## src/shared/uds_pkg.sv

```systemverilog
package uds_pkg;

    // Clock rate and the line-state times, with the cycle counts derived from them.
    localparam int CLK_MHZ          = 100;
    localparam int RESUME_NS        = 2500;
    localparam int RESUME_CYCLES    = (RESUME_NS * CLK_MHZ + 999) / 1000;
    localparam int BUS_RESET_NS     = 2500;
    localparam int BUS_RESET_CYCLES = (BUS_RESET_NS * CLK_MHZ + 999) / 1000;
    localparam int IDLE_US          = 3000;
    localparam int IDLE_CYCLES      = IDLE_US * CLK_MHZ;

    // Register byte offsets within the slave window.
    localparam logic [7:0] OFS_FLAGS      = 8'h00;
    localparam logic [7:0] OFS_DESC_BASE  = 8'h04;
    localparam logic [7:0] OFS_PWM_CTRL   = 8'h08;
    localparam logic [7:0] OFS_ERR_ENABLE = 8'h0C;
    localparam logic [7:0] OFS_XFER_STAT  = 8'h10;
    localparam logic [7:0] OFS_PWM_TIMING = 8'h14;

    // Interrupt flag positions.
    localparam int FLAG_STALL  = 7;
    localparam int FLAG_RESUME = 5;
    localparam int FLAG_IDLE   = 4;
    localparam int FLAG_TOKEN  = 3;
    localparam int FLAG_SOF    = 2;
    localparam int FLAG_ERROR  = 1;
    localparam int FLAG_RESET  = 0;
    localparam logic [7:0] FLAG_W1C_MASK = 8'hBD;

    // VBUS PWM control fields and timing fields.
    localparam int PWM_EN_BIT     = 15;
    localparam int PWM_POL_BIT    = 9;
    localparam int PWM_CNT_BIT    = 8;
    localparam int PWM_PERIOD_LSB = 0;
    localparam int PWM_DUTY_LSB   = 8;

    // Reset values.
    localparam logic [7:0]  FLAGS_RST      = 8'h00;
    localparam logic [7:0]  DESC_BASE_RST  = 8'h00;
    localparam logic [7:0]  ERR_ENABLE_RST = 8'h00;
    localparam logic [15:0] PWM_TIMING_RST = 16'h0000;

    typedef struct packed {
        logic       stallSent;
        logic       sofReceived;
        logic       tokenDone;
        logic [7:0] tokenStatus;
        logic [7:0] errorStatus;
    } uds_link_evt_t;

    typedef enum logic [1:0] {
        BUS_IDLE  = 2'b00,
        BUS_WRITE = 2'b01,
        BUS_READ  = 2'b11
    } uds_bus_state_t;

endpackage

```

## src/hdl/uds_stat_mem.sv

```systemverilog
`timescale 1ns/1ps
module uds_stat_mem #(
    parameter int WIDTH = 8,
    parameter int DEPTH = 4
) (
    input  wire logic                     mclk,
    input  wire logic                     arst_n,
    input  wire logic                     wrEn,
    input  wire logic [$clog2(DEPTH)-1:0] wrAddr,
    input  wire logic [WIDTH-1:0]         wrData,
    input  wire logic [$clog2(DEPTH)-1:0] rdAddr,
    output logic      [WIDTH-1:0]         rdData_q
);

    logic [WIDTH-1:0] mem [DEPTH];

    initial begin
        if (WIDTH < 1 || DEPTH < 2 || (DEPTH & (DEPTH - 1)) != 0) begin
            $error("uds_stat_mem: bad WIDTH or DEPTH");
        end
    end

    always_ff @(posedge mclk) begin
        if (wrEn) begin
            mem[wrAddr] <= wrData;
        end
    end

    // Write-first bypass so a word pushed into the head slot is seen at once.
    always_ff @(posedge mclk or negedge arst_n) begin
        if (!arst_n) begin
            rdData_q <= '0;
        end else if (wrEn && wrAddr == rdAddr) begin
            rdData_q <= wrData;
        end else begin
            rdData_q <= mem[rdAddr];
        end
    end

endmodule

```

## src/hdl/uds_status_top.sv

```systemverilog
// The address map and the AHB-Lite register port were left to the implementer.
`timescale 1ns/1ps
// Functional notes
// - Sending a STALL handshake sets the stall-sent flag in bit 7 of the interrupt flags.
// - A K-state held on the data lines for 2.5 us sets the resume flag.
// - K-state is differential one at low speed and differential zero at full speed.
// - An unbroken Idle state of 3 ms or more sets the idle flag.
// - Finishing a token sets the token-complete flag and shows that token's status word.
// - Clearing the token-complete flag advances the status FIFO to the next completed token.
// - Receiving a Start-of-Frame token sets the start-of-frame flag.
// - The read-only error summary is set only while an enabled error is present.
// - A bus reset held 2.5 us sets the bus-reset flag once, not again until the reset ends.
// - Hardware sets the flags and a write of one clears the flags written with one, except read-only bit 1 and bit 3, which pops the status FIFO.
// - Bits 15 to 8 and bit 6 of the flag register read zero and ignore writes.
// - An 8-bit writable field resetting to zero gives address bits 31 to 24; other bits read zero.
// - With the PWM enable bit 15 low the output rests at the level set by polarity.
// - Polarity bit 9 high makes the output active-low resting high, low makes it active-high resting low.
// - The PWM counter runs only while counter enable bit 8 is one.
module uds_status_top #(
    parameter int IDLE_CYCLES = uds_pkg::IDLE_CYCLES,
    parameter int FIFO_DEPTH  = 4
) (
    input  wire logic                   mclk,
    input  wire logic                   arst_n,
    input  wire logic                   hsel,
    input  wire logic [31:0]            haddr,
    input  wire logic [1:0]             htrans,
    input  wire logic                   hwrite,
    input  wire logic [2:0]             hsize,
    input  wire logic [31:0]            hwdata,
    input  wire logic                   hready,
    output logic                        hreadyout,
    output logic                        hresp,
    output logic      [31:0]            hrdata,
    input  wire uds_pkg::uds_link_evt_t linkEvt,
    input  wire logic                   lowSpeed,
    input  wire logic                   dPlusPin,
    input  wire logic                   dMinusPin,
    output logic                        vbusPwm
);

    localparam int CW = $clog2(FIFO_DEPTH);
    localparam logic [19:0] RESUME_LIM = 20'(uds_pkg::RESUME_CYCLES);
    localparam logic [19:0] RESET_LIM  = 20'(uds_pkg::BUS_RESET_CYCLES);
    localparam logic [19:0] IDLE_LIM   = 20'(IDLE_CYCLES);

    initial begin
        if (IDLE_CYCLES < 2 || IDLE_CYCLES > 1048575) begin
            $error("uds_status_top: IDLE_CYCLES out of range");
        end
        if (FIFO_DEPTH < 2 || (FIFO_DEPTH & (FIFO_DEPTH - 1)) != 0) begin
            $error("uds_status_top: FIFO_DEPTH must be a power of two");
        end
    end

    function automatic logic [19:0] satCount(input logic [19:0] cnt, input logic cond, input logic [19:0] lim);
        if (!cond) begin
            satCount = '0;
        end else if (cnt == lim) begin
            satCount = cnt;
        end else begin
            satCount = cnt + 20'h0_0001;
        end
    endfunction

    function automatic logic reached(input logic [19:0] cnt, input logic cond, input logic [19:0] lim);
        reached = cond && (cnt == lim - 20'h0_0001);
    endfunction

    uds_pkg::uds_bus_state_t busState_q;
    logic [7:0]      addr_q;
    logic            hreadyout_q;
    logic [31:0]     hrdata_q;
    logic            dPlusMeta_q;
    logic            dPlus_q;
    logic            dMinusMeta_q;
    logic            dMinus_q;
    logic [19:0]     kCnt_q;
    logic [19:0]     idleCnt_q;
    logic [19:0]     se0Cnt_q;
    logic [7:0]      stickyFlags_q;
    logic [7:0]      stickyFlags_d;
    logic            errFlag_q;
    logic            tokenFlag_q;
    logic [CW:0]     count_q;
    logic [CW:0]     count_d;
    logic [CW-1:0]   head_q;
    logic [CW-1:0]   head_d;
    logic [CW-1:0]   tail_q;
    logic [7:0]      statData;
    logic [7:0]      descBase_q;
    logic [7:0]      errEnable_q;
    logic            vbus_pwm_enable_q;
    logic            vbus_pwm_polarity_q;
    logic            pwmCntEn_q;
    logic [15:0]     pwmTiming_q;
    logic [7:0]      pwmCnt_q;
    logic            vbusPwm_q;
    logic            take;
    logic            wrPhase;
    logic            kState;
    logic            idleState;
    logic            se0State;
    logic            push;
    logic            pop;
    logic [7:0]      setVec;
    logic [7:0]      clrVec;
    logic [7:0]      flagsView;
    logic [31:0]     readMux;

    assign take    = hsel && htrans[1] && hready;
    assign wrPhase = (busState_q == uds_pkg::BUS_WRITE);

    // Bus phase tracking; reads take one wait state so they always see the last write.
    always_ff @(posedge mclk or negedge arst_n) begin
        if (!arst_n) begin
            busState_q <= uds_pkg::BUS_IDLE;
            addr_q     <= 8'h00;
        end else begin
            if (take) begin
                addr_q <= haddr[7:0];
            end
            unique case (busState_q)
                uds_pkg::BUS_IDLE, uds_pkg::BUS_WRITE: begin
                    busState_q <= !take ? uds_pkg::BUS_IDLE : (hwrite ? uds_pkg::BUS_WRITE : uds_pkg::BUS_READ);
                end
                uds_pkg::BUS_READ: begin
                    busState_q <= uds_pkg::BUS_IDLE;
                end
                default: begin
                    busState_q <= uds_pkg::BUS_IDLE;
                end
            endcase
        end
    end

    always_ff @(posedge mclk or negedge arst_n) begin
        if (!arst_n) begin
            hreadyout_q <= 1'b1;
            hrdata_q    <= 32'h0000_0000;
        end else begin
            hreadyout_q <= !(take && !hwrite);
            if (busState_q == uds_pkg::BUS_READ) begin
                hrdata_q <= readMux;
            end
        end
    end

    always_comb begin
        flagsView = stickyFlags_q;
        flagsView[6] = 1'b0;
        flagsView[uds_pkg::FLAG_TOKEN] = tokenFlag_q;
        flagsView[uds_pkg::FLAG_ERROR] = errFlag_q;
        readMux = 32'h0000_0000;
        unique case (addr_q)
            uds_pkg::OFS_FLAGS:      readMux = {24'h00_0000, flagsView};
            uds_pkg::OFS_DESC_BASE:  readMux = {24'h00_0000, descBase_q};
            uds_pkg::OFS_PWM_CTRL:   readMux = {16'h0000, vbus_pwm_enable_q, 5'h00, vbus_pwm_polarity_q, pwmCntEn_q, 8'h00};
            uds_pkg::OFS_ERR_ENABLE: readMux = {24'h00_0000, errEnable_q};
            uds_pkg::OFS_XFER_STAT:  readMux = {24'h00_0000, (count_q != '0) ? statData : 8'h00};
            uds_pkg::OFS_PWM_TIMING: readMux = {16'h0000, pwmTiming_q};
            default:                 readMux = 32'h0000_0000;
        endcase
    end

    // Data lines come from pins, so both pass a two-stage synchroniser first.
    always_ff @(posedge mclk or negedge arst_n) begin
        if (!arst_n) begin
            dPlusMeta_q  <= 1'b0;
            dPlus_q      <= 1'b0;
            dMinusMeta_q <= 1'b0;
            dMinus_q     <= 1'b0;
        end else begin
            dPlusMeta_q  <= dPlusPin;
            dPlus_q      <= dPlusMeta_q;
            dMinusMeta_q <= dMinusPin;
            dMinus_q     <= dMinusMeta_q;
        end
    end

    assign kState    = lowSpeed ? (dPlus_q && !dMinus_q) : (!dPlus_q && dMinus_q);
    assign idleState = lowSpeed ? (!dPlus_q && dMinus_q) : (dPlus_q && !dMinus_q);
    assign se0State  = !dPlus_q && !dMinus_q;

    // Counters saturate, so each line condition raises its flag once per episode.
    always_ff @(posedge mclk or negedge arst_n) begin
        if (!arst_n) begin
            kCnt_q    <= '0;
            idleCnt_q <= '0;
            se0Cnt_q  <= '0;
        end else begin
            kCnt_q    <= satCount(kCnt_q, kState, RESUME_LIM);
            idleCnt_q <= satCount(idleCnt_q, idleState, IDLE_LIM);
            se0Cnt_q  <= satCount(se0Cnt_q, se0State, RESET_LIM);
        end
    end

    always_comb begin
        setVec = 8'h00;
        setVec[uds_pkg::FLAG_STALL]  = linkEvt.stallSent;
        setVec[uds_pkg::FLAG_RESUME] = reached(kCnt_q, kState, RESUME_LIM);
        setVec[uds_pkg::FLAG_IDLE]   = reached(idleCnt_q, idleState, IDLE_LIM);
        setVec[uds_pkg::FLAG_SOF]    = linkEvt.sofReceived;
        setVec[uds_pkg::FLAG_RESET]  = reached(se0Cnt_q, se0State, RESET_LIM);
        clrVec = (wrPhase && addr_q == uds_pkg::OFS_FLAGS) ? (hwdata[7:0] & uds_pkg::FLAG_W1C_MASK) : 8'h00;
        stickyFlags_d = (stickyFlags_q & ~clrVec) | setVec;
    end

    always_ff @(posedge mclk or negedge arst_n) begin
        if (!arst_n) begin
            stickyFlags_q <= uds_pkg::FLAGS_RST;
            errFlag_q     <= 1'b0;
        end else begin
            stickyFlags_q <= stickyFlags_d & uds_pkg::FLAG_W1C_MASK & ~(8'h01 << uds_pkg::FLAG_TOKEN);
            errFlag_q     <= |(linkEvt.errorStatus & errEnable_q);
        end
    end

    // A token finished while the FIFO is full is dropped; software must keep up.
    assign push = linkEvt.tokenDone && (count_q != (CW+1)'(FIFO_DEPTH));
    assign pop  = clrVec[uds_pkg::FLAG_TOKEN] && (count_q != '0);
    assign count_d = count_q + (CW+1)'(push) - (CW+1)'(pop);
    assign head_d  = pop ? head_q + CW'(1) : head_q;

    always_ff @(posedge mclk or negedge arst_n) begin
        if (!arst_n) begin
            count_q     <= '0;
            head_q      <= '0;
            tail_q      <= '0;
            tokenFlag_q <= 1'b0;
        end else begin
            count_q     <= count_d;
            head_q      <= head_d;
            tail_q      <= push ? tail_q + CW'(1) : tail_q;
            tokenFlag_q <= (count_d != '0);
        end
    end

    uds_stat_mem #(
        .WIDTH (8),
        .DEPTH (FIFO_DEPTH)
    ) u_stat_mem (
        .mclk     (mclk),
        .arst_n   (arst_n),
        .wrEn     (push),
        .wrAddr   (tail_q),
        .wrData   (linkEvt.tokenStatus),
        .rdAddr   (head_d),
        .rdData_q (statData)
    );

    always_ff @(posedge mclk or negedge arst_n) begin
        if (!arst_n) begin
            descBase_q  <= uds_pkg::DESC_BASE_RST;
            errEnable_q <= uds_pkg::ERR_ENABLE_RST;
            vbus_pwm_enable_q     <= 1'b0;
            vbus_pwm_polarity_q    <= 1'b0;
            pwmCntEn_q  <= 1'b0;
            pwmTiming_q <= uds_pkg::PWM_TIMING_RST;
        end else if (wrPhase) begin
            if (addr_q == uds_pkg::OFS_DESC_BASE) begin
                descBase_q <= hwdata[7:0];
            end
            if (addr_q == uds_pkg::OFS_ERR_ENABLE) begin
                errEnable_q <= hwdata[7:0];
            end
            if (addr_q == uds_pkg::OFS_PWM_CTRL) begin
                vbus_pwm_enable_q    <= hwdata[uds_pkg::PWM_EN_BIT];
                vbus_pwm_polarity_q   <= hwdata[uds_pkg::PWM_POL_BIT];
                pwmCntEn_q <= hwdata[uds_pkg::PWM_CNT_BIT];
            end
            if (addr_q == uds_pkg::OFS_PWM_TIMING) begin
                pwmTiming_q <= hwdata[15:0];
            end
        end
    end

    // Counter wraps at the period value; the output is active while below duty.
    always_ff @(posedge mclk or negedge arst_n) begin
        if (!arst_n) begin
            pwmCnt_q <= 8'h00;
        end else if (pwmCntEn_q) begin
            pwmCnt_q <= (pwmCnt_q >= pwmTiming_q[uds_pkg::PWM_PERIOD_LSB +: 8]) ? 8'h00 : pwmCnt_q + 8'h01;
        end
    end

    always_ff @(posedge mclk or negedge arst_n) begin
        if (!arst_n) begin
            vbusPwm_q <= 1'b0;
        end else if (!vbus_pwm_enable_q) begin
            vbusPwm_q <= vbus_pwm_polarity_q;
        end else begin
            vbusPwm_q <= (pwmCnt_q < pwmTiming_q[uds_pkg::PWM_DUTY_LSB +: 8]) ^ vbus_pwm_polarity_q;
        end
    end

    assign hreadyout = hreadyout_q;
    assign hrdata    = hrdata_q;
    assign vbusPwm   = vbusPwm_q;

    always_ff @(posedge mclk or negedge arst_n) begin
        if (!arst_n) begin
            hresp <= 1'b0;
        end else begin
            hresp <= 1'b0;
        end
    end
endmodule

```

## config.mk

```make
export PLATFORM = sky130hd
export DESIGN_NAME = uds_status_top
export DESIGN_NICKNAME = d
export VERILOG_FILES = /design/src/shared/uds_pkg.sv /design/src/hdl/uds_stat_mem.sv /design/src/hdl/uds_status_top.sv
export SDC_FILE = /design/constraint.sdc
export NUM_CORES = 1
export LEC_CHECK = 0
export ABC_AREA = 1
export BUFFER_PORTS_ARGS = -buffer_cell sky130_fd_sc_hd__buf_2
export CORE_MARGIN = 2
export CORE_UTILIZATION = 35
export DETAILED_ROUTE_END_ITERATION = 10
export PLACE_DENSITY = 0.55
export SYNTH_ARGS = -nofsm -noshare
export SYNTH_HDL_FRONTEND = slang
export SYNTH_HIERARCHICAL = 1
export SYNTH_SLANG_ARGS = --single-unit
```

## constraint.sdc

```tcl
create_clock -name mclk -period 4.15 [get_ports mclk]
set_clock_uncertainty 0.15 [all_clocks]
set_input_delay 0.2075 -clock mclk [delete_from_list [all_inputs] [get_ports mclk]]
set_output_delay 0.2075 -clock mclk [all_outputs]
set_load 0.05 [all_outputs]
```

==> summary.txt, run 1 <==
Floorplan
  • Die Ht: 171 um
  • Row count: 61
  • Die width: 171 um
  • Area of the die: 29300 sq um
  • I/O pin count: 131
  • Core box area: 27600 sq um
  • Starting Density: 35.4%

Timing
  • Final worst path period need: 2700 ps
  • Unrepaired setup endpoints after global routing: no
  • Pins Over Slew Limit: 0
  • Worst slew pin tran: 912 ps
  • Sum Neg Setup Slack: 0 ps
  • Setup-failing EPs final: 0
  • Slew HR: 39.2%
  • Hold Worst Slack: 99.6 ps
  • Fin. Hold Viols: 0
  • Crit share post-route: 65.0%
  • Fmax: 0.371 GHz

Power
  • Pwr Density: 421 nW/um^2
  • P_leak: 5.46 nW
  • Peak supply drop: 0.244 mV

Logic synthesis
  • Netlist cell types: 50
  • Synth warn: 6
  • Post-synth EDFFs: 32
  • Fraction of registers with async set or reset after synthesis: 83.1%
  • Main flop type after synthesis: dfrtp_1
  • Register area share after synthesis: 49.9%
  • Synthesized flop and latch total: 189
  • Mapped cell area: 9790 sq um
  • Mapped Cells: 1180
  • Mapped Avg Cell Area: 8.30 sq um

Worst setup path
  • Critical Path End Type: register
  • Req. time, crit path: 4310 ps
  • Worst R2R Setup Slack: 1450 ps
  • Critical path origin: addr_q[7]$_DFFE_PN0P_
  • CP Max Fanout: 17
  • R2R depth: 13
  • CP Launch Type: register
  • RR Startpoint: addr_q[7]$_DFFE_PN0P_
  • Crit Reg-Reg Endpoint: u_stat_mem/rdData_q[0]$_DFF_PN0_
  • WP data arrival: 2860 ps
  • Worst setup path category: register to register

Detailed routing
  • Final ANT Viol Nets: 0
  • First drt pass iteration count: 5
  • Drt drc: 0
  • Total number of vias: 7731
  • Routed wire length: 22300 um
  • 1st-iter DRT viols: 403
  • Drt wl/cell: 13.2 um
  • Vias per cell: 4.58

Clocking
  • CTS Root Cell: clkbuf_16
  • Clock Tree Buf Depth: 2
  • Post-CTS Resized: 0
  • Clock slew at reported path FFs: 80 ps
  • H-tree lvl count: 4
  • Hold buffers post-CTS: 40
  • Num Clock Sinks: 189
  • Total CTS buffers: 17
  • # Post-CTS Setup Buffers: 0
  • Clk_lat worst skew: 440 ps
  • CTS tree: built

Global route
  • Largest net degree at the start of global routing: 98
  • Vias in the first global route: 7248
  • First-pass GRT wire length: 36700 um
  • GRT Residual Overflow: 0
  • Total GRT Usage: 15.7%
  • Initial antenna violation count: 1

Hold path
  • Worst Hold Depth: 3
  • Worst Hold Path EP: tail_q[0]$_DFFE_PN0P_
  • Worst Hold Class: input pin to register
  • Hold path start: linkEvt[16]

Cells and area
  • Layout cells sized above 1: 12.7%
  • Layout Cells excl Fill: 1688
  • Fill cells: 2824
  • Area occupied by registers: 4890 sq um
  • Layout Area Growth over Synthesis: 17.4%
  • NumNets Final: 1418
  • Final core utilization: 41.6%
  • Multi-input logic area: 4130 sq um

Place
  • Port-buffer cells: 69
  • Placed cells: 1615
  • DPL Wire Length: 15900 um
  • Gpl congestion: 0.825

Run status
  • Status: completed

Job
  • Max-cap viol count: 0
-- critical path, stage by stage, from the launching register on --
cell	delay [ps]
dfrtp_1	410
nor2_4	140
nand2_2	110
nor2_4	280
nand4_1	250
xor2_1	200
inv_1	330
inv_6	140
nand2_4	90
nand2_4	70
nor2_8	150
nand2_4	100
nand2_1	70
nand2_1	70
-- kinds of logic after synthesis --
| kind of cell | Yosys count | synth area share [%] |
|---|---|---|
| simple gates | 625 | 28.1 |
| other cells | 1 | 0.0383 |
| mux | 4 | 0.460 |
| fa+ha+maj | 26 | 3.40 |
| compound gates | 118 | 7.10 |
| xor+xnor | 26 | 2.33 |
| flops | 189 | 49.9 |
| buf+inv | 191 | 8.59 |
-- synth_stat cells (8+ instances only) --
library cell | count | area, sq um
nand2_1 | 278 | 1040
nor2_1 | 164 | 616
dfrtp_1 | 156 | 3900
inv_1 | 150 | 563
nand3_1 | 108 | 541
o21ai_0 | 40 | 200
a21oi_1 | 39 | 195
edfxtp_1 | 32 | 961
ha_1 | 25 | 313
nor3_1 | 20 | 100
xor2_1 | 20 | 175
buf_4 | 19 | 143
nand4_1 | 17 | 106
nor2_2 | 10 | 62.6
o21ai_2 | 9 | 78.8
o21ai_1 | 8 | 40.0
-- layout make-up --
type	instances	area share, %
diodes	1	0.0218
clock buffers	17	3.70
clock inverters	15	1.50
inverters	157	5.18
multi-input cells	816	35.9
flip-flops and latches	189	42.5
well taps	378	4.11
repair buffers	115	7.04
-- sequential cells by signal, indices dropped and copies added, names as in the netlist, 8 cells and up --
| name | count |
|---|---|
| errEnable_q | 8 |
| pwmCnt_q | 8 |
| descBase_q | 8 |
| hrdata | 16 |
| u_stat_mem/mem | 32 |
| idleCnt_q | 20 |
| se0Cnt_q | 20 |
| u_stat_mem/rdData_q | 8 |
| kCnt_q | 20 |
| addr_q | 8 |
| pwmTiming_q | 16 |
-- stage by stage --
stage                     setup slack (ps)  total power [mW]  area, sq um
after floorplan                       1970              2.94         9850
after global placement                1480              3.18        10500
after detailed placement              1440              3.21        10500
after CTS                             1410              4.90        11500
after global routing                  1180              5.12        11500
final                                 1450              4.84        11500
-- metal layers --
layer / vias up / part of all wire, % / GRT usage (%) / routed length (um)
met3: 22 / 2.9 / 2.62 / 652
li1: 3987 / - / - / -
met2: 127 / 46 / 25.4 / 10200
met5: - / 0 / 0 / 0
met1: 3595 / 50 / 21.9 / 11100
met4: 0 / 1.6 / 4.35 / 350
-- report_power, final --
part           internal, mW  switching (mW)
clock network         0.816           0.821
registers              2.10           0.159
logic                 0.336           0.607
total                  3.25            1.59
-- how the worst max path moves through the flow --
stage | endpoint | depth (start not counted)
2_1_floorplan | tokenFlag_q$_DFF_PN0_ | 11
3_3_place_gp | u_stat_mem/rdData_q[0]$_DFF_PN0_ | 13
3_5_place_dp | u_stat_mem/rdData_q[0]$_DFF_PN0_ | 13
4_1_cts | u_stat_mem/rdData_q[0]$_DFF_PN0_ | 13
5_1_grt | u_stat_mem/rdData_q[3]$_DFF_PN0_ | 13
6_report | u_stat_mem/rdData_q[0]$_DFF_PN0_ | 13
-- placed cells by master, fill, tap and decap left out, drive strengths merged, types with 20 or more instances in the layout --
cell type      n
nor3          24
ha            25
xor2          20
edfxtp        32
nand2        285
o21ai         58
dlygate4sd3   40
dfrtp        156
nand3        110
nor2         181
inv          161
buf           75
a21oi         46
Note: power is estimated with default switching activity, not from simulation.
==> run 2: changes to the inputs <==
clock period = 2.8 ns   (was 4.15 ns; I/O delays follow)
==> summary.txt, run 2 (synthesized netlist as in run 1, its figures left out) <==
Clocking
  • # Post-CTS Setup Buffers: 0 (unchanged)
  • Num Clock Sinks: 189 (unchanged)
  • Clock Tree Buf Depth: 2 (unchanged)
  • Clock slew at reported path FFs: 70 ps (about the same)
  • CTS tree: built
  • CTS Root Cell: clkbuf_16
  • Total CTS buffers: 17 (unchanged)
  • Clk_lat worst skew: 430 ps (about the same)
  • H-tree lvl count: 4 (unchanged)

Timing
  • Slew HR: 49.6% (+10 points)
  • Unrepaired setup endpoints after global routing: no
  • Worst slew pin tran: 757 ps (-156 ps)
  • Pins Over Slew Limit: 0 (unchanged)
  • Sum Neg Setup Slack: 0 ps (unchanged)
  • Fmax: 0.417 GHz (+13%)
  • Crit share post-route: 85.6% (+21 points)
  • Fin. Hold Viols: 0 (unchanged)
  • Final worst path period need: 2400 ps (-300 ps)
  • Setup-failing EPs final: 0 (unchanged)

Cells and area
  • Diode count: 0 (-1)
  • Largest Register: u_stat_mem/mem
  • Area occupied by registers: 4890 sq um (unchanged)
  • Layout Area Growth over Synthesis: 18.1%
  • Most common cell after layout, fill and taps aside: nand2_1
  • Multi-input logic area: 4120 sq um (-0.12%)
  • Layout Cells excl Fill: 1696 (+0.47%)
  • Fill cells: 2816 (-0.28%)
  • Most frequent cells in the layout: nand2_1, nor2_1, dfrtp_1, inv_1, nand3_1
  • Layout cells sized above 1: 13.1% (+0.37 points)
  • Max FFs per register: 32 (unchanged)
  • NumNets Final: 1428 (+0.71%)

Floorplan
  • Area of the die: 29300 sq um (unchanged)
  • Core box area: 27600 sq um (unchanged)
  • I/O pin count: 131 (unchanged)
  • Starting Density: 35.4% (unchanged)
  • Die width: 171 um (unchanged)
  • Die Ht: 171 um (unchanged)
  • Row count: 61 (unchanged)

Worst setup path
  • Critical path origin: addr_q[4]$_DFFE_PN0P_
  • CP dominant cell by count: nand2_4
  • CP Max Fanout: 17 (unchanged)
  • Delay of the slowest critical-path stage: 410 ps (about the same)
  • Critical Path End Type: register
  • RR Startpoint: addr_q[4]$_DFFE_PN0P_
  • Cell Chain, Critical Path: nor2_1 > nand2_2 > nor2_4 > nand4_1 > xor2_1 > inv_1 > inv_6 > nand2_4 > nand2_4 > nor2_8 > nand2_4 > nand2_1 > nand2_1
  • Worst R2R Setup Slack: 400 ps (-1050 ps)
  • Worst setup path category: register to register
  • CP Launch Type: register
  • Slowest CP cell: dfrtp_1
  • WP data arrival: 2560 ps (-300 ps)
  • Req. time, crit path: 2960 ps (-1350 ps)

Detailed routing
  • 1st-iter DRT viols: 393 (-2.5%)
  • Total number of vias: 7756 (+0.32%)
  • Routed wire length: 22500 um (+0.79%)
  • Drt wl/cell: 13.3 um (+0.32%)
  • Final ANT Viol Nets: 0 (unchanged)
  • Vias per cell: 4.57 (-0.15%)
  • First drt pass iteration count: 4 (-1)
  • Drt drc: 0 (unchanged)

Hold path
  • Hold path start: linkEvt[16]
  • Worst Hold Class: input pin to register

Job
  • Max-cap viol count: 0 (unchanged)

Global route
  • Initial antenna violation count: 1 (unchanged)
  • Largest net degree at the start of global routing: 77 (-21%)
  • First-pass GRT wire length: 37300 um (+1.6%)
  • Total GRT Usage: 16.2% (+0.46 points)
  • GRT Residual Overflow: 0 (unchanged)
  • Vias in the first global route: 7399 (+2.1%)

Place
  • DPL Wire Length: 16200 um (+1.9%)
  • Port-buffer cells: 69 (unchanged)
  • Placed cells: 1623 (+0.50%)
  • Gpl congestion: 0.835 (+1.3%)

Run status
  • Status: completed

Power
  • Peak supply drop: 0.387 mV (+59%)
  • Tot Pwr: 7.20 mW (+49%)
  • Pwr Density: 623 nW/um^2 (+48%)
  • P_leak: 5.50 nW (+0.81%)
run 2: cell count changes in the layout (fill, tap and decap cells not counted), sizes merged:
cell	before	now
bufinv	0	2
diode	1	0
clkbuf	17	20
clkinv	10	8
buf	75	83
dlygate4sd3	40	42
inv	161	157
run 2: worst max-delay path: cells and delay by family (launching register included):
kind          cells  cell delay [ps]
buf+inv           2              360
flops             1              410
simple gates     10             1140
xor+xnor          1              190
run 2: what timing repair did:
item                                    4_1_cts  5_1_grt
endpoints found under the setup margin        0        0
gates resized for setup                       0        0
hold buffers                                 42        0
hold endpoints to repair                    163        0
run 2: layout make-up:
cell class	count	share of cell area, %
Multi-Input combinational cell	816	35.6
Inverter	157	5.15
Sequential cell	189	42.3
Clock buffer	20	3.88
Clock inverter	11	1.16
Timing Repair Buffer	125	7.80
Tap cell	378	4.09
run 2: power by group:
| part | internal [mW] | switching (mW) |
|---|---|---|
| logic | 0.515 | 0.905 |
| registers | 3.11 | 0.232 |
| clock network | 1.36 | 1.08 |
run 2: stage by stage:
step / area (sq um) / hold slack [ps] / worst slack (ps) / utilization [%]
after floorplan: 9850 / -306 / 622 / -
after global placement: 10600 / 93.8 / 438 / 38.2
after detailed placement: 10600 / 94.3 / 388 / 38.2
after CTS: 11600 / 34.6 / 370 / 41.9
after global routing: 11600 / 49.3 / 204 / 41.9
final: 11600 / 47.1 / 405 / 41.9
run 2: worst paths after layout:
kind / to / cells past startpoint
worst min-delay path: tail_q[0]$_DFFE_PN0P_ / 3
worst max-delay path: u_stat_mem/rdData_q[2]$_DFF_PN0_ / 13
worst min register to register: dPlus_q$_DFF_PN0_ / 0
worst max register to register: u_stat_mem/rdData_q[2]$_DFF_PN0_ / 13
min in group asynchronous: idleCnt_q[2]$_DFFE_PN0P_ / 2
max in group asynchronous: kCnt_q[11]$_DFFE_PN0P_ / 3
run 2: per-layer routing:
layer	GRT usage [%]	up-vias	wire, um
li1	-	4003	-
met1	22.2	3600	11100
met2	26.3	129	10400
met3	2.85	22	670
met4	4.50	2	269
met5	0	-	13
==> run 3: changes to the inputs <==
ABC_AREA = default   (was 1)
==> summary.txt, run 3 <==
Worst setup path
  • CP Launch Type: register
  • Crit Reg-Reg Endpoint: tokenFlag_q$_DFF_PN0_
  • CP Max Fanout: 3 (-14)
  • Critical path origin: addr_q[6]$_DFFE_PN0P_
  • WP data arrival: 2810 ps (+250 ps)
  • Critical Path End Type: register
  • RR Startpoint: addr_q[6]$_DFFE_PN0P_
  • Crit path max-delay family: simple AND/OR/NAND/NOR gates
  • CP dominant cell by count: xnor2_1
  • R2R depth: 9 (-4)
  • Delay of the slowest critical-path stage: 400 ps (about the same)
  • Slowest CP cell: dfrtp_1
  • Worst R2R Setup Slack: 150 ps (-250 ps)
  • WP buf/inv: 0 (-2)
  • Cell Chain, Critical Path: nor3_2 > nand3b_1 > nor2_2 > nand4_1 > xnor2_1 > ha_1 > fa_1 > xnor2_1 > or3_1
  • Req. time, crit path: 2960 ps (about the same)
  • Worst setup path category: register to register

Clocking
  • Num Clock Sinks: 189 (unchanged)
  • Clock slew at reported path FFs: 80 ps (about the same)
  • Clk_lat worst skew: 440 ps (about the same)
  • H-tree lvl count: 4 (unchanged)
  • CTS Root Cell: clkbuf_16
  • Total CTS buffers: 17 (unchanged)
  • Clock Tree Buf Depth: 2 (unchanged)
  • CTS tree: built

Floorplan
  • I/O pin count: 131 (unchanged)
  • Die width: 164 um (-4.2%)
  • Core box area: 25200 sq um (-8.9%)
  • Row count: 58 (-4.9%)
  • Die Ht: 164 um (-4.2%)
  • Area of the die: 26900 sq um (-8.2%)
  • Starting Density: 35.6% (+0.20 points)

Cells and area
  • Diode count: 0 (unchanged)
  • Largest Register: u_stat_mem/mem
  • Layout Cells excl Fill: 1243 (-27%)
  • Most frequent cells in the layout: dfrtp_1, nor2_1, buf_2, nand2_1, dlygate4sd3_1
  • NumNets Final: 1022 (-28%)
  • Layout Area Growth over Synthesis: 20.2%
  • Max FFs per register: 32 (unchanged)
  • Layout cells sized above 1: 19.3% (+6.2 points)
  • Most common cell after layout, fill and taps aside: dfrtp_1

Logic synthesis
  • Simple-gate area share of the yosys netlist: 15.3% (-13 points)
  • Post-synth EDFFs: 32 (unchanged)
  • Cell with the most instances after synthesis: dfrtp_1
  • Yosys top cell by area: dfrtp_1
  • Main flop type after synthesis: dfrtp_1
  • Register area share after synthesis: 54.5% (+4.5 points)
  • Multiplexer share of the synthesized area: 10.3% (+9.8 points)
  • Mapped Cells: 768 (-35%)
  • Synth warn: 6 (unchanged)
  • Xor and xnor area share after synthesis: 6.41% (+4.1 points)
  • Mapped Avg Cell Area: 11.7 sq um (+41%)
  • Fraction of registers with async set or reset after synthesis: 83.1% (unchanged)
  • Synth top cells by count: dfrtp_1, nor2_1, nand2_1, xor2_1, inv_1
  • Combinational family with the most area after synthesis: simple AND/OR/NAND/NOR gates
  • Top post-synthesis cells by area: dfrtp_1, edfxtp_1, xor2_1, nor2_1, ha_1
  • Synthesized flop and latch total: 189 (unchanged)
  • Netlist cell types: 64 (+28%)
  • Share of the synthesized area in the top cell type: 43.5% (+3.6 points)
  • Mapped cell area: 8980 sq um (-8.3%)
  • Synth Area in Adders: 3.71% (+0.31 points)
  • Synth Area in Compound Gates: 5.63% (-1.5 points)

Detailed routing
  • Total number of vias: 5919 (-24%)
  • First drt pass iteration count: 4 (unchanged)
  • Drt wl/cell: 15.0 um (+13%)
  • Drt drc: 0 (unchanged)
  • Vias per cell: 4.76 (+4.1%)
  • 1st-iter DRT viols: 274 (-30%)
  • Final ANT Viol Nets: 0 (unchanged)
  • Routed wire length: 18700 um (-17%)

Place
  • Placed cells: 1166 (-28%)
  • DPL Wire Length: 13300 um (-18%)
  • Gpl congestion: 0.781 (-6.5%)
  • Port-buffer cells: 69 (unchanged)

Global route
  • First-pass GRT wire length: 31100 um (-17%)
  • Initial antenna violation count: 0 (-1)
  • Total GRT Usage: 14.7% (-1.5 points)
  • Largest net degree at the start of global routing: 58 (-25%)
  • Vias in the first global route: 5926 (-20%)
  • GRT Residual Overflow: 0 (unchanged)

Timing
  • Sum Neg Setup Slack: 0 ps (unchanged)
  • Final worst path period need: 2650 ps (+252 ps)
  • Fin. Hold Viols: 0 (unchanged)
  • Hold Worst Slack: 85.1 ps (+38.0 ps)
  • Setup-failing EPs final: 0 (unchanged)
  • Pins Over Slew Limit: 0 (unchanged)
  • Slew HR: 56.2% (+6.7 points)
  • Crit share post-route: 94.5% (+9.0 points)
  • Worst slew pin tran: 654 ps (-102 ps)
  • Fmax: 0.378 GHz (-9.5%)

Job
  • Max-cap viol count: 0 (unchanged)

Power
  • Pwr Density: 631 nW/um^2 (+1.3%)
  • Peak supply drop: 0.322 mV (-17%)
  • P_leak: 4.67 nW (-15%)

Hold path
  • Worst Hold Class: input pin to async pin

Run status
  • Status: completed
-- run 3: logic make-up after synthesis --
family / after synthesis
compound gates: 76
xor+xnor: 64
fa+ha+maj: 26
buf+inv: 72
flops: 189
mux: 69
other cells: 1
simple gates: 271
-- run 3: final cells by class --
type	count	area (sq um)
clock buffer	17	425
fill	2368	14400
tap	330	413
clock inverter	15	151
inverter	34	128
multi-input combinational	523	3800
sequential	189	4890
timing repair buffer	135	983
-- run 3: worst max-delay path by stage --
stage	end	slack [ps]	cells past startpoint
after floorplan	u_stat_mem/rdData_q[0]$_DFF_PN0_	50	9
after global placement	u_stat_mem/rdData_q[2]$_DFF_PN0_	170	8
after detailed placement	u_stat_mem/rdData_q[3]$_DFF_PN0_	130	8
after CTS	u_stat_mem/rdData_q[3]$_DFF_PN0_	100	8
after global routing	tokenFlag_q$_DFF_PN0_	-20	9
final	tokenFlag_q$_DFF_PN0_	150	9
-- run 3: where the power goes --
group          internal, mW  switching, mW
Combinational         0.523          0.582
Sequential             3.09          0.219
Clock                  1.26           1.13
-- run 3: through the flow --
stage	setup slack (ps)	instance area [sq um]	power (mW)	utilization [%]
finish	153	10800	6.80	42.8
global route	-23.3	10800	7.19	42.8
CTS	96.8	10700	6.88	42.7
detailed placement	129	9740	4.42	38.7
global placement	171	9740	4.39	38.7
floorplan	46.4	9040	4.07	-
-- run 3: what timing repair did --
item | 4_1_cts | 5_1_grt
endpoints found under the hold margin | 243 | 0
hold buffers | 43 | 0
endpoints found under the setup margin | 0 | 9
gates resized for setup | 0 | 5
buffers inserted | 0 | 2
-- run 3: per-layer routing --
metal  wire, um  global-route usage (%)  share of wire [%]  vias to the layer above
met1       8970                    20.0                 48                     2898
met2       8960                    23.9                 48                       72
met4        292                    4.59                1.6                        0
li1           -                       -                  -                     2933
met5          0                       0                  0                        -
met3        480                    2.73                2.6                       16
